`config.mk`:
```
export PLATFORM = sky130hd
export DESIGN_NAME = fapb_bank
export DESIGN_NICKNAME = d
export VERILOG_FILES = /design/src/rtl/fapb_pkg.sv /design/src/rtl/fapb_once_field.sv /design/src/rtl/fapb_bank.sv
export SDC_FILE = /design/constraint.sdc
export NUM_CORES = 1
export LEC_CHECK = 0
export ABC_AREA = 1
export ABC_CLOCK_PERIOD_IN_PS = 1920
export BUFFER_PORTS_ARGS = -buffer_cell sky130_fd_sc_hd__buf_2
export CORE_MARGIN = 2
export CORE_UTILIZATION = 50
export CTS_CLUSTER_DIAMETER = 30
export DETAILED_ROUTE_END_ITERATION = 10
export GPL_ROUTABILITY_DRIVEN = 0
export PLACE_DENSITY = 0.77
export SLEW_MARGIN = 20
export SYNTH_ARGS = -nofsm -noshare
export SYNTH_HDL_FRONTEND = slang
export SYNTH_HIERARCHICAL = 1
export SYNTH_SLANG_ARGS = --single-unit
```
`constraint.sdc`:
```
create_clock -name clk -period 1.92 [get_ports clk]
set_input_delay 0.384 -clock clk [delete_from_list [all_inputs] [get_ports clk]]
set_output_delay 0.384 -clock clk [all_outputs]
set_load 0.03 [all_outputs]
```
`src/rtl/fapb_pkg.sv`:
```
`default_nettype none
package fapb_pkg;

  localparam int ADDR_W = 12;
  localparam int DATA_W = 32;

  // Register offsets
  localparam logic [ADDR_W-1:0] STATUS_OFFSET = 12'h500;
  localparam logic [ADDR_W-1:0] WO_OFFSET     = 12'h504;
  localparam logic [ADDR_W-1:0] W1_OFFSET     = 12'h508;
  localparam logic [ADDR_W-1:0] RW1_OFFSET    = 12'h50c;
  localparam logic [ADDR_W-1:0] CTRL_OFFSET   = 12'h514;

  // Reset values and masks
  localparam logic [DATA_W-1:0] CTRL_RESET      = 32'h0005_0002;
  localparam logic [DATA_W-1:0] CTRL_FIELD_MASK = 32'hf007_0103;
  localparam logic [DATA_W-1:0] WO_RESET        = 32'h0000_0000;
  localparam logic [DATA_W-1:0] ONCE_RESET      = 32'h0000_0000;
  // Value driven where a read is undefined or unmapped
  localparam logic [DATA_W-1:0] UNDEF_READ      = 32'h0000_0000;

  typedef enum logic [1:0] {
    MODE_OFF      = 2'b00,
    MODE_NORMAL   = 2'b01,
    MODE_EXTENDED = 2'b10,
    MODE_UNDEF    = 2'b11
  } fapb_mode_e;

  // Example feature control register layout
  typedef struct packed {
    logic [3:0] free;
    logic [8:0] rsv_hi;
    logic [2:0] range;
    logic [6:0] rsv_mid;
    logic       override;
    logic [5:0] rsv_lo;
    fapb_mode_e mode;
  } fapb_ctrl_s;

  // Read-only status register layout
  typedef struct packed {
    logic [27:0] rsv;
    fapb_mode_e  mode;
    logic        rw1_locked;
    logic        w1_locked;
  } fapb_status_s;

  // Register port request
  typedef struct packed {
    logic [ADDR_W-1:0] addr;
    logic [DATA_W-1:0] wdata;
    logic              wr;
    logic              rd;
  } fapb_req_s;

endpackage
`default_nettype wire

```
`src/rtl/fapb_once_field.sv`:
```
`timescale 1ns/100ps
`default_nettype none

module fapb_once_field
  import fapb_pkg::*;
(
  input  wire logic              clk,
  input  wire logic              rst,
  input  wire logic              wr_en,
  input  wire logic [DATA_W-1:0] wdata,
  output var  logic [DATA_W-1:0] value,
  output var  logic              locked
);

  logic [DATA_W-1:0] next_value;
  logic              next_locked;

  // Lock only clears on reset; no software path can reopen the field
  always_comb
  begin
    next_value  = value;
    next_locked = locked;
    if (wr_en && !locked) // [RULE_04] [RULE_05]
    begin
      next_value  = wdata;
      next_locked = 1'b1;
    end
  end

  always_ff @(posedge clk)
  begin
    if (rst)
    begin
      value  <= ONCE_RESET;
      locked <= 1'b0;
    end
    else
    begin
      value  <= next_value;
      locked <= next_locked;
    end
  end
endmodule

`default_nettype wire

```
`src/rtl/fapb_bank.sv`:
```
// What this block does
// [RULE_01] Read-only field: readable, writes ignored
// [RULE_02] Write-only field: stores writes, reads undefined
// [RULE_03] Read-write field: returns last written value
// [RULE_04] Write-once field: first write kept, reads undefined
// [RULE_05] Read-write-once: first write kept, always readable
// [RULE_06] Reserved bits read undefined, software writes zero
// [RULE_07] Control register at 0x514, reset 0x00050002
// [RULE_08] Mode: off, normal, extended operation
// [RULE_09] Deprecated override flag: 0 off, 1 on
// [RULE_10] Software keeps range field within permitted values
// [RULE_11] Free field holds any written value
// [RULE_12] Field placement reproduces the reset image
`timescale 1ns/100ps
`default_nettype none

module fapb_bank
  import fapb_pkg::*;
(
  input  wire logic              clk,
  input  wire logic              rst,
  input  wire fapb_req_s         req,
  output var  logic [DATA_W-1:0] rdata,
  output var  fapb_ctrl_s        ctrl,
  output var  logic              feature_on,
  output var  logic              normal_operation,
  output var  logic              extended_operation,
  output var  logic              override_on,
  output var  logic [DATA_W-1:0] wo_value,
  output var  logic [DATA_W-1:0] write_once_access,
  output var  logic [DATA_W-1:0] read_write_once_access
);

  import fapb_pkg::*;

  fapb_ctrl_s        next_ctrl;
  logic              next_feature_on;
  logic              next_normal_operation;
  logic              next_extended_operation;
  logic              next_override_on;
  logic [DATA_W-1:0] next_wo_value;
  logic [DATA_W-1:0] next_rdata;
  logic              w1_locked;
  logic              rw1_locked;
  logic              wr_ctrl;
  logic              wr_wo;
  logic              wr_w1;
  logic              wr_rw1;
  fapb_status_s      status;
  fapb_ctrl_s        wr_view;

  assign wr_ctrl = req.wr && (req.addr == CTRL_OFFSET);
  assign wr_wo   = req.wr && (req.addr == WO_OFFSET);
  assign wr_w1   = req.wr && (req.addr == W1_OFFSET);
  assign wr_rw1  = req.wr && (req.addr == RW1_OFFSET);
  // Field view of the write word, so checks never name bit positions
  assign wr_view = fapb_ctrl_s'(req.wdata);

  // Status is built from live state; there is no storage to write
  always_comb
  begin
    status            = '0;
    status.mode       = ctrl.mode;
    status.w1_locked  = w1_locked;
    status.rw1_locked = rw1_locked;
  end

  fapb_once_field u_write_once
  (
    .clk    (clk),
    .rst    (rst),
    .wr_en  (wr_w1),
    .wdata  (req.wdata),
    .value  (write_once_access),
    .locked (w1_locked)
  );

  fapb_once_field u_read_write_once
  (
    .clk    (clk),
    .rst    (rst),
    .wr_en  (wr_rw1),
    .wdata  (req.wdata),
    .value  (read_write_once_access),
    .locked (rw1_locked)
  );

  // Control register and its decoded outputs
  always_comb
  begin
    next_ctrl = ctrl;
    if (wr_ctrl)
    begin
      // Reserved bits are dropped so they always read back as zero
      next_ctrl = fapb_ctrl_s'(req.wdata & CTRL_FIELD_MASK); // [RULE_03] [RULE_06] [RULE_11]
    end
    // Range field is stored as written; out-of-range values stay the writer's problem
    next_feature_on         = (next_ctrl.mode == MODE_NORMAL) ||
                              (next_ctrl.mode == MODE_EXTENDED); // [RULE_08]
    next_normal_operation   = (next_ctrl.mode == MODE_NORMAL); // [RULE_08]
    next_extended_operation = (next_ctrl.mode == MODE_EXTENDED); // [RULE_08]
    next_override_on        = next_ctrl.override; // [RULE_09]
  end

  always_ff @(posedge clk)
  begin
    if (rst)
    begin
      ctrl               <= fapb_ctrl_s'(CTRL_RESET); // [RULE_07] [RULE_12]
      feature_on         <= 1'b1;
      normal_operation   <= 1'b0;
      extended_operation <= 1'b1;
      override_on        <= 1'b0;
    end
    else
    begin
      ctrl               <= next_ctrl;
      feature_on         <= next_feature_on;
      normal_operation   <= next_normal_operation;
      extended_operation <= next_extended_operation;
      override_on        <= next_override_on;
    end
  end

  // Write-only register
  always_comb
  begin
    next_wo_value = wo_value;
    if (wr_wo)
    begin
      next_wo_value = req.wdata; // [RULE_02]
    end
  end

  always_ff @(posedge clk)
  begin
    if (rst)
    begin
      wo_value <= WO_RESET;
    end
    else
    begin
      wo_value <= next_wo_value;
    end
  end

  // Read path; undefined and unmapped reads return a fixed value
  always_comb
  begin
    next_rdata = UNDEF_READ;
    if (req.rd)
    begin
      unique case (req.addr)
        CTRL_OFFSET:   next_rdata = ctrl; // [RULE_03]
        STATUS_OFFSET: next_rdata = status; // [RULE_01]
        WO_OFFSET:     next_rdata = UNDEF_READ; // [RULE_02]
        W1_OFFSET:     next_rdata = UNDEF_READ; // [RULE_04]
        RW1_OFFSET:    next_rdata = read_write_once_access; // [RULE_05]
        default:       next_rdata = UNDEF_READ;
      endcase
    end
  end

  always_ff @(posedge clk)
  begin
    if (rst)
    begin
      rdata <= UNDEF_READ;
    end
    else
    begin
      rdata <= next_rdata;
    end
  end
endmodule

`default_nettype wire

```
==> metrics.yaml, run 1 <==
ir_worst_vdd_mv: 0.546
drt_wl_total_um: 16100
via_per_inst: 4.54
critPathArrivalTime_ns: 1.09
place_hpwl_um: 11600
power.density_nw_per_um2: 874
numClockSinks: 143
yosys.area_share.simple_pct: 37.9
htreeDepth: 4
hold_depth: 3
grt_pass1_wl_um: 25100
synth_fa_ha_area_share_pct: 0.402
core_area_um2: 12100
cts_resized: 0
p_switching_mw: 1.44
switching_share_pct: 20.7
fmax_mhz: 679
synth_top_family_by_area: "simple AND/OR/NAND/NOR gates"
fillers: 1078
tns_ns: 0
hold_buffers: 0
rr_startpoint: "u_write_once/locked"
die_area_um2: 13300
synth.distinct_cells: 25
period_share_pct: 76.8
min_path_type: "primary input to register"
r2r_slack_ns: 0.68
critPathRequiredTime_ns: 1.54
clkSlewWorstSetupHoldPaths_ns: 0.06
slowest_delay_ns: 0.42
pwr-share-clk_pct: 53.0
min_to: "wo_value[7]"
fin_crit_ns: 1.47
p_seq_share_pct: 42.6
die_x_um: 116
drt_pass1_iterations: 5
path_class: "register to output port"
io_pins: 212
finalNetCount: 1146
outcome: "finished, final reports clean"
combPwrFrac_pct: 4.3
slew_violations: 0
initial_core_util_pct: 51.6
ys_warn_count: 6
cp_top_family: "flip-flops"
synthXorXnorAreaFrac_pct: 0
cts_tree: "yes"
reg2reg_depth: 5
portBuffers: 189
clock-root-buffer: "clkbuf_16"
clock_latency_ns: 0.42
synthTopCellsByArea: "dfxtp_1, nor2_1, nand2_1"
path_buf_inv: 1
synthCells: 910
layout-drive-gt1-share_pct: 24.7
die_h_um: 116
diodes: 0
synth_mux_area_share_pct: 0
finClkSkew_ns: 0.00793
grtUsageTotal_pct: 24.3
ys_ff_latch: 143
ant_nets: 0
drc_errors: 0
finalNonFillerCells: 1277
p_leak_nw: 4.35
avgRoutedWirePerCell_um: 12.6
crit_path_start_kind: "register"
rows: 40
synth_compound_area_share_pct: 0.161
drv_cap: 0
vias: 5802
numCtsBuffers: 17
hold_viol_final: 0
cp-end-kind: "output port"
syn_area_um2: 6220
avgSynthCellArea_um2: 6.83
grt_pass1_vias: 4961
drt_iter0_drc: 353
netlist.area_leader.share_pct: 46.0
grt_start_max_net_pins: 65
slowest_stage: "dfxtp_1"
yosysSeqAreaShare_pct: 46.0
clockBufferDepth: 2
grt-ovfl-total: 0
intPower_mw: 5.52
synth_largest_area_cell: "dfxtp_1"
cts_post_setup_buffers_inserted: 0
antenna_found_initial: 0
reg2reg_to: "u_write_once/value[10]"
rsz0062_at_grt: "false"
final-setup-viol-count: 0
dp_cells: 1245
critPathMaxFanout: 4
cp_cell_sequence: "buf_2"
area_delta_synth_final_pct: 28.1
hp-start: "req[9]"
==> Yosys cell counts <==
| cell type | count |
|---|---|
| nor2_1 | 241 |
| nand2_2 | 1 |
| buf_2 | 18 |
| nor2_2 | 4 |
| buf_6 | 7 |
| nor3_1 | 1 |
| nand2_1 | 194 |
| inv_1 | 132 |
| nand4_1 | 1 |
| inv_2 | 4 |
| ha_1 | 2 |
| a21oi_1 | 2 |
| conb_1 | 1 |
| dfxtp_1 | 143 |
| nand3_4 | 1 |
| buf_1 | 4 |
| buf_4 | 27 |
| or2_2 | 1 |
| and3_1 | 2 |
| clkinv_1 | 1 |
| nand3_1 | 94 |
| clkbuf_1 | 12 |
| nor2_4 | 12 |
| nand3_2 | 4 |
| buf_8 | 1 |
==> metal layers <==
layer | track usage, % | wire length (µm) | up-vias
li1 | - | - | 3004
met1 | 34.1 | 7570 | 2569
met2 | 36.4 | 7270 | 208
met3 | 4.86 | 1010 | 21
met4 | 10.7 | 282 | 0
met5 | 0 | 0 | -
==> stage by stage <==
stage,setup slack [ns],instance area (µm²),utilization (%),total power [mW],hold WS (ns)
4_1_cts,0.443,7970,66.0,7.00,0.214
3_5_place_dp,0.135,7290,60.4,3.33,0.449
5_1_grt,0.425,7970,66.0,7.17,0.235
2_1_floorplan,0.137,6300,-,3.24,0.453
6_report,0.446,7970,66.0,6.97,0.222
3_3_place_gp,0.196,7290,60.4,3.33,0.449
==> worst reg2reg max path: stages, from the launching register on <==
cell and delay [ns]:
dfxtp_1 0.36, inv_1 0.30, buf_12 0.23, nand3_1 0.11, nand2_1 0.09, nor2_1 0.05
==> how the worst max path moves through the flow <==
stage	from	endpoint	slack (ns)	cells after the start
after floorplan	req[41]	u_write_once/value[0]	0.14	12
after global placement	req[41]	u_write_once/value[15]	0.20	10
after detailed placement	req[41]	u_read_write_once/value[21]	0.14	10
after CTS	override_on	override_on	0.44	1
after global routing	override_on	override_on	0.42	1
final	override_on	override_on	0.45	1
==> area by class of cell <==
type	count	area [µm²]	share of cell area, %
Timing Repair Buffer	215	1230	15.4
Tap cell	168	210	2.64
Multi-Input combinational cell	582	2470	31.1
Inverter	137	514	6.46
Clock inverter	10	180	2.26
Sequential cell	143	2860	35.9
Clock buffer	22	494	6.20
==> power by group through the flow <==
stage | logic, mW | registers, mW | clock network (mW)
6_report | 0.302 | 2.97 | 3.69
5_1_grt | 0.333 | 2.97 | 3.87
3_5_place_dp | 0.297 | 3.03 | 0
3_3_place_gp | 0.296 | 3.03 | 0
2_1_floorplan | 0.206 | 3.03 | 0
4_1_cts | 0.298 | 2.97 | 3.74
==> layout by cell type (no fill, tap or decap), types with 2 or more instances in the layout <==
cell type / instances
a21oi_1: 2
and3_1: 2
buf_12: 7
buf_2: 189
buf_4: 19
bufinv_16: 5
clkbuf_16: 17
clkbuf_8: 5
clkinv_2: 3
clkinvlp_4: 2
conb_1: 22
dfxtp_1: 143
ha_1: 2
inv_1: 132
inv_2: 4
nand2_1: 194
nand3_1: 94
nand3_2: 4
nor2_1: 241
nor2_2: 4
nor2_4: 12
==> flip-flops by register name, indices dropped and copies added (netlist names) <==
| signal | cells |
|---|---|
| normal_operation | 1 |
| u_read_write_once/locked | 1 |
| u_read_write_once/value | 32 |
| rdata | 32 |
| ctrl | 9 |
| u_write_once/value | 32 |
| u_write_once/locked | 1 |
| override_on | 1 |
| extended_operation | 1 |
| feature_on | 1 |
| wo_value | 32 |
==> cells by family (layout without fill, tap and decap cells) <==
kind of cell	after synthesis	count (layout)
AND/OR/NAND/NOR	556	556
adder cells (fa/ha/maj)	2	2
other	1	22
buffers and inverters	206	384
flip-flops	143	143
AO/OA/AOI/OAI	2	2
Power figures use the tool's default switching activity.
==> inputs of run 2 (changes only) <==
--- a/config.mk
+++ b/config.mk
@@ -6,7 +6,7 @@
 export NUM_CORES = 1
 export LEC_CHECK = 0
 export ABC_AREA = 1
-export ABC_CLOCK_PERIOD_IN_PS = 1920
+export ABC_CLOCK_PERIOD_IN_PS = 1400
 export BUFFER_PORTS_ARGS = -buffer_cell sky130_fd_sc_hd__buf_2
 export CORE_MARGIN = 2
 export CORE_UTILIZATION = 50
==> constraint.sdc (replaced) <==
create_clock -name clk -period 1.4 [get_ports clk]
set_input_delay 0.28 -clock clk [delete_from_list [all_inputs] [get_ports clk]]
set_output_delay 0.28 -clock clk [all_outputs]
set_load 0.03 [all_outputs]
==> run 2 against run 1 <==
  * Via count up 1.0%
  * Worst hold slack worse by 0.091 ns
  * Sequential share of layout area down 0.26 points
  * Total power up 23%
  * First-iteration DRC count down 0.85%
  * Sequential cell count unchanged
  * Count of clock-buffer cells in the layout up 3
  * Setup slack worse by 0.39 ns
  * Sequential power up 37%
  * Critical path depth unchanged
  * Die area unchanged
  * Critical path type unchanged
  * Critical endpoint unchanged
==> metrics.yaml, run 2 (synthesized netlist as in run 1, its figures left out) <==
finalNetCount: 1155
period_share_pct: 95.8
via_per_inst: 4.56
grt_pass1_wl_um: 25900
numClockSinks: 143
cp.depth: 1
hold_viol_final: 0
drv_cap: 0
cp-end-kind: "output port"
cp_cell_sequence: "buf_2"
pwr-share-clk_pct: 47.4
numCtsBuffers: 17
hold_buffers: 0
crit_path_start_kind: "register"
rsz0062_at_grt: "false"
io_pins: 212
outcome: "finished, final reports clean"
diodes: 0
p_switching_mw: 1.91
layout.cells.most_common_list: "nor2_1, buf_2, nand2_1"
design_area_um2: 8030
drt_pass1_iterations: 6
fin_crit_ns: 1.34
cts_tree: "yes"
clkSlewWorstSetupHoldPaths_ns: 0.06
slowest_stage: "dfxtp_1"
min_path_type: "primary input to register"
drt_iter0_drc: 350
critPathMaxFanout: 4
reg2reg_depth: 5
clockBufferDepth: 2
fmax_mhz: 746
p_leak_nw: 4.38
ir_worst_vdd_mv: 0.823
antenna_found_initial: 0
cp_top_family: "flip-flops"
grt_pass1_vias: 5171
area_delta_synth_final_pct: 29.1
finClkSkew_ns: 0.00663
cts_post_setup_buffers_inserted: 0
drc_errors: 0
grt_start_max_net_pins: 65
initial_core_util_pct: 51.6
grtUsageTotal_pct: 24.9
critPathLaunch: "override_on"
p_seq_share_pct: 47.4
clock-root-buffer: "clkbuf_16"
critPathArrivalTime_ns: 1.06
die_area_um2: 13300
critPathRequiredTime_ns: 1.12
worstSetupEndpoint: "override_on"
grt-ovfl-total: 0
combPwrFrac_pct: 5.2
intPower_mw: 6.68
reg2reg_to: "u_write_once/value[21]"
drt_wl_total_um: 16400
switching_share_pct: 22.3
final-setup-viol-count: 0
rr_startpoint: "u_write_once/locked"
place_hpwl_um: 12000
layout-drive-gt1-share_pct: 26.6
ant_nets: 0
fin_util_pct: 66.6
clock_latency_ns: 0.41
r2r_slack_ns: 0.25
slew_violations: 0
avgRoutedWirePerCell_um: 12.7
die_h_um: 116
vias: 5861
final_common_cell: "nor2_1"
rows: 40
slowest_delay_ns: 0.42
portBuffers: 189
dpl_cell_area_um2: 7490
path_buf_inv: 1
core_area_um2: 12100
htreeDepth: 4
power.density_nw_per_um2: 1070
path_class: "register to output port"
die_x_um: 116
==> run 2: changes by cell type in the layout (fill, tap and decap cells not counted), moves of 3 or more <==
| cell | before | now |
|---|---|---|
| clkbuf_1 | 0 | 3 |
| inv_1 | 132 | 129 |
| bufinv_16 | 5 | 0 |
| nor2_1 | 241 | 237 |
| nor2_4 | 12 | 18 |
| nand2_1 | 194 | 187 |
| nand2_2 | 1 | 6 |
| buf_4 | 19 | 26 |
==> run 2: worst register-to-register path, cell delays in order, from the launching register on <==
cell and delay, ns:
dfxtp_1 0.36, inv_1 0.07, buf_4 0.32, nand3_1 0.16, nand2_1 0.10, nor2_1 0.04
==> run 2: timing repair <==
action                                  CTS  global route
endpoints found under the setup margin    0             1
gates resized for setup                   0             2
hold endpoints to repair                  0             0
==> run 2: cell type report <==
| cell class | instances | area [µm²] |
|---|---|---|
| flip-flops and latches | 143 | 2860 |
| well taps | 168 | 210 |
| clock inverters | 6 | 32.5 |
| repair buffers | 224 | 1320 |
| inverters | 137 | 517 |
| clock buffers | 25 | 505 |
| fillers | 1086 | 4030 |
| multi-input cells | 582 | 2570 |
==> run 2: how the worst min path moves through the flow <==
stage / depth (start not counted) / end / slack [ns] / from
3_5_place_dp: 2 / rdata[25] / 0.45 / u_read_write_once/value[25]
2_1_floorplan: 1 / u_read_write_once/locked / 0.35 / rst
6_report: 3 / wo_value[11] / 0.13 / req[13]
3_3_place_gp: 2 / u_write_once/value[26] / 0.44 / u_write_once/value[26]
4_1_cts: 3 / wo_value[11] / 0.11 / req[13]
5_1_grt: 3 / wo_value[11] / 0.13 / req[13]
==> run 2: stage by stage <==
step / power, mW / hold WS [ns] / setup TNS [ns] / setup WS, ns / instances
after detailed placement: 4.60 / 0.447 / -12.37 / -0.173 / 1254
after global routing: 8.90 / 0.127 / 0 / 0.000699 / 1285
final: 8.59 / 0.130 / 0 / 0.0588 / 1285
after CTS: 8.66 / 0.114 / 0 / 0.0213 / 1285
after floorplan: 4.46 / 0.349 / -11.61 / -0.197 / 931
after global placement: 4.60 / 0.444 / -10.59 / -0.149 / 1254
==> run 2: metal layers <==
metal  track usage, %  part of all wire, %  wire [µm]
met2             37.2                   44       7270
met1             34.7                   47       7720
met3             6.85                  7.4       1220
met4             8.92                 0.92        150
met5                0                    0          0
==> run 2: power by group through the flow <==
stage               sequential [mW]  clock (mW)  combinational (mW)
finish                         4.07        4.07               0.447
global route                   4.07        4.34               0.494
CTS                            4.07        4.14               0.446
detailed placement             4.16           0               0.445
global placement               4.16           0               0.443
floorplan                      4.16           0               0.296
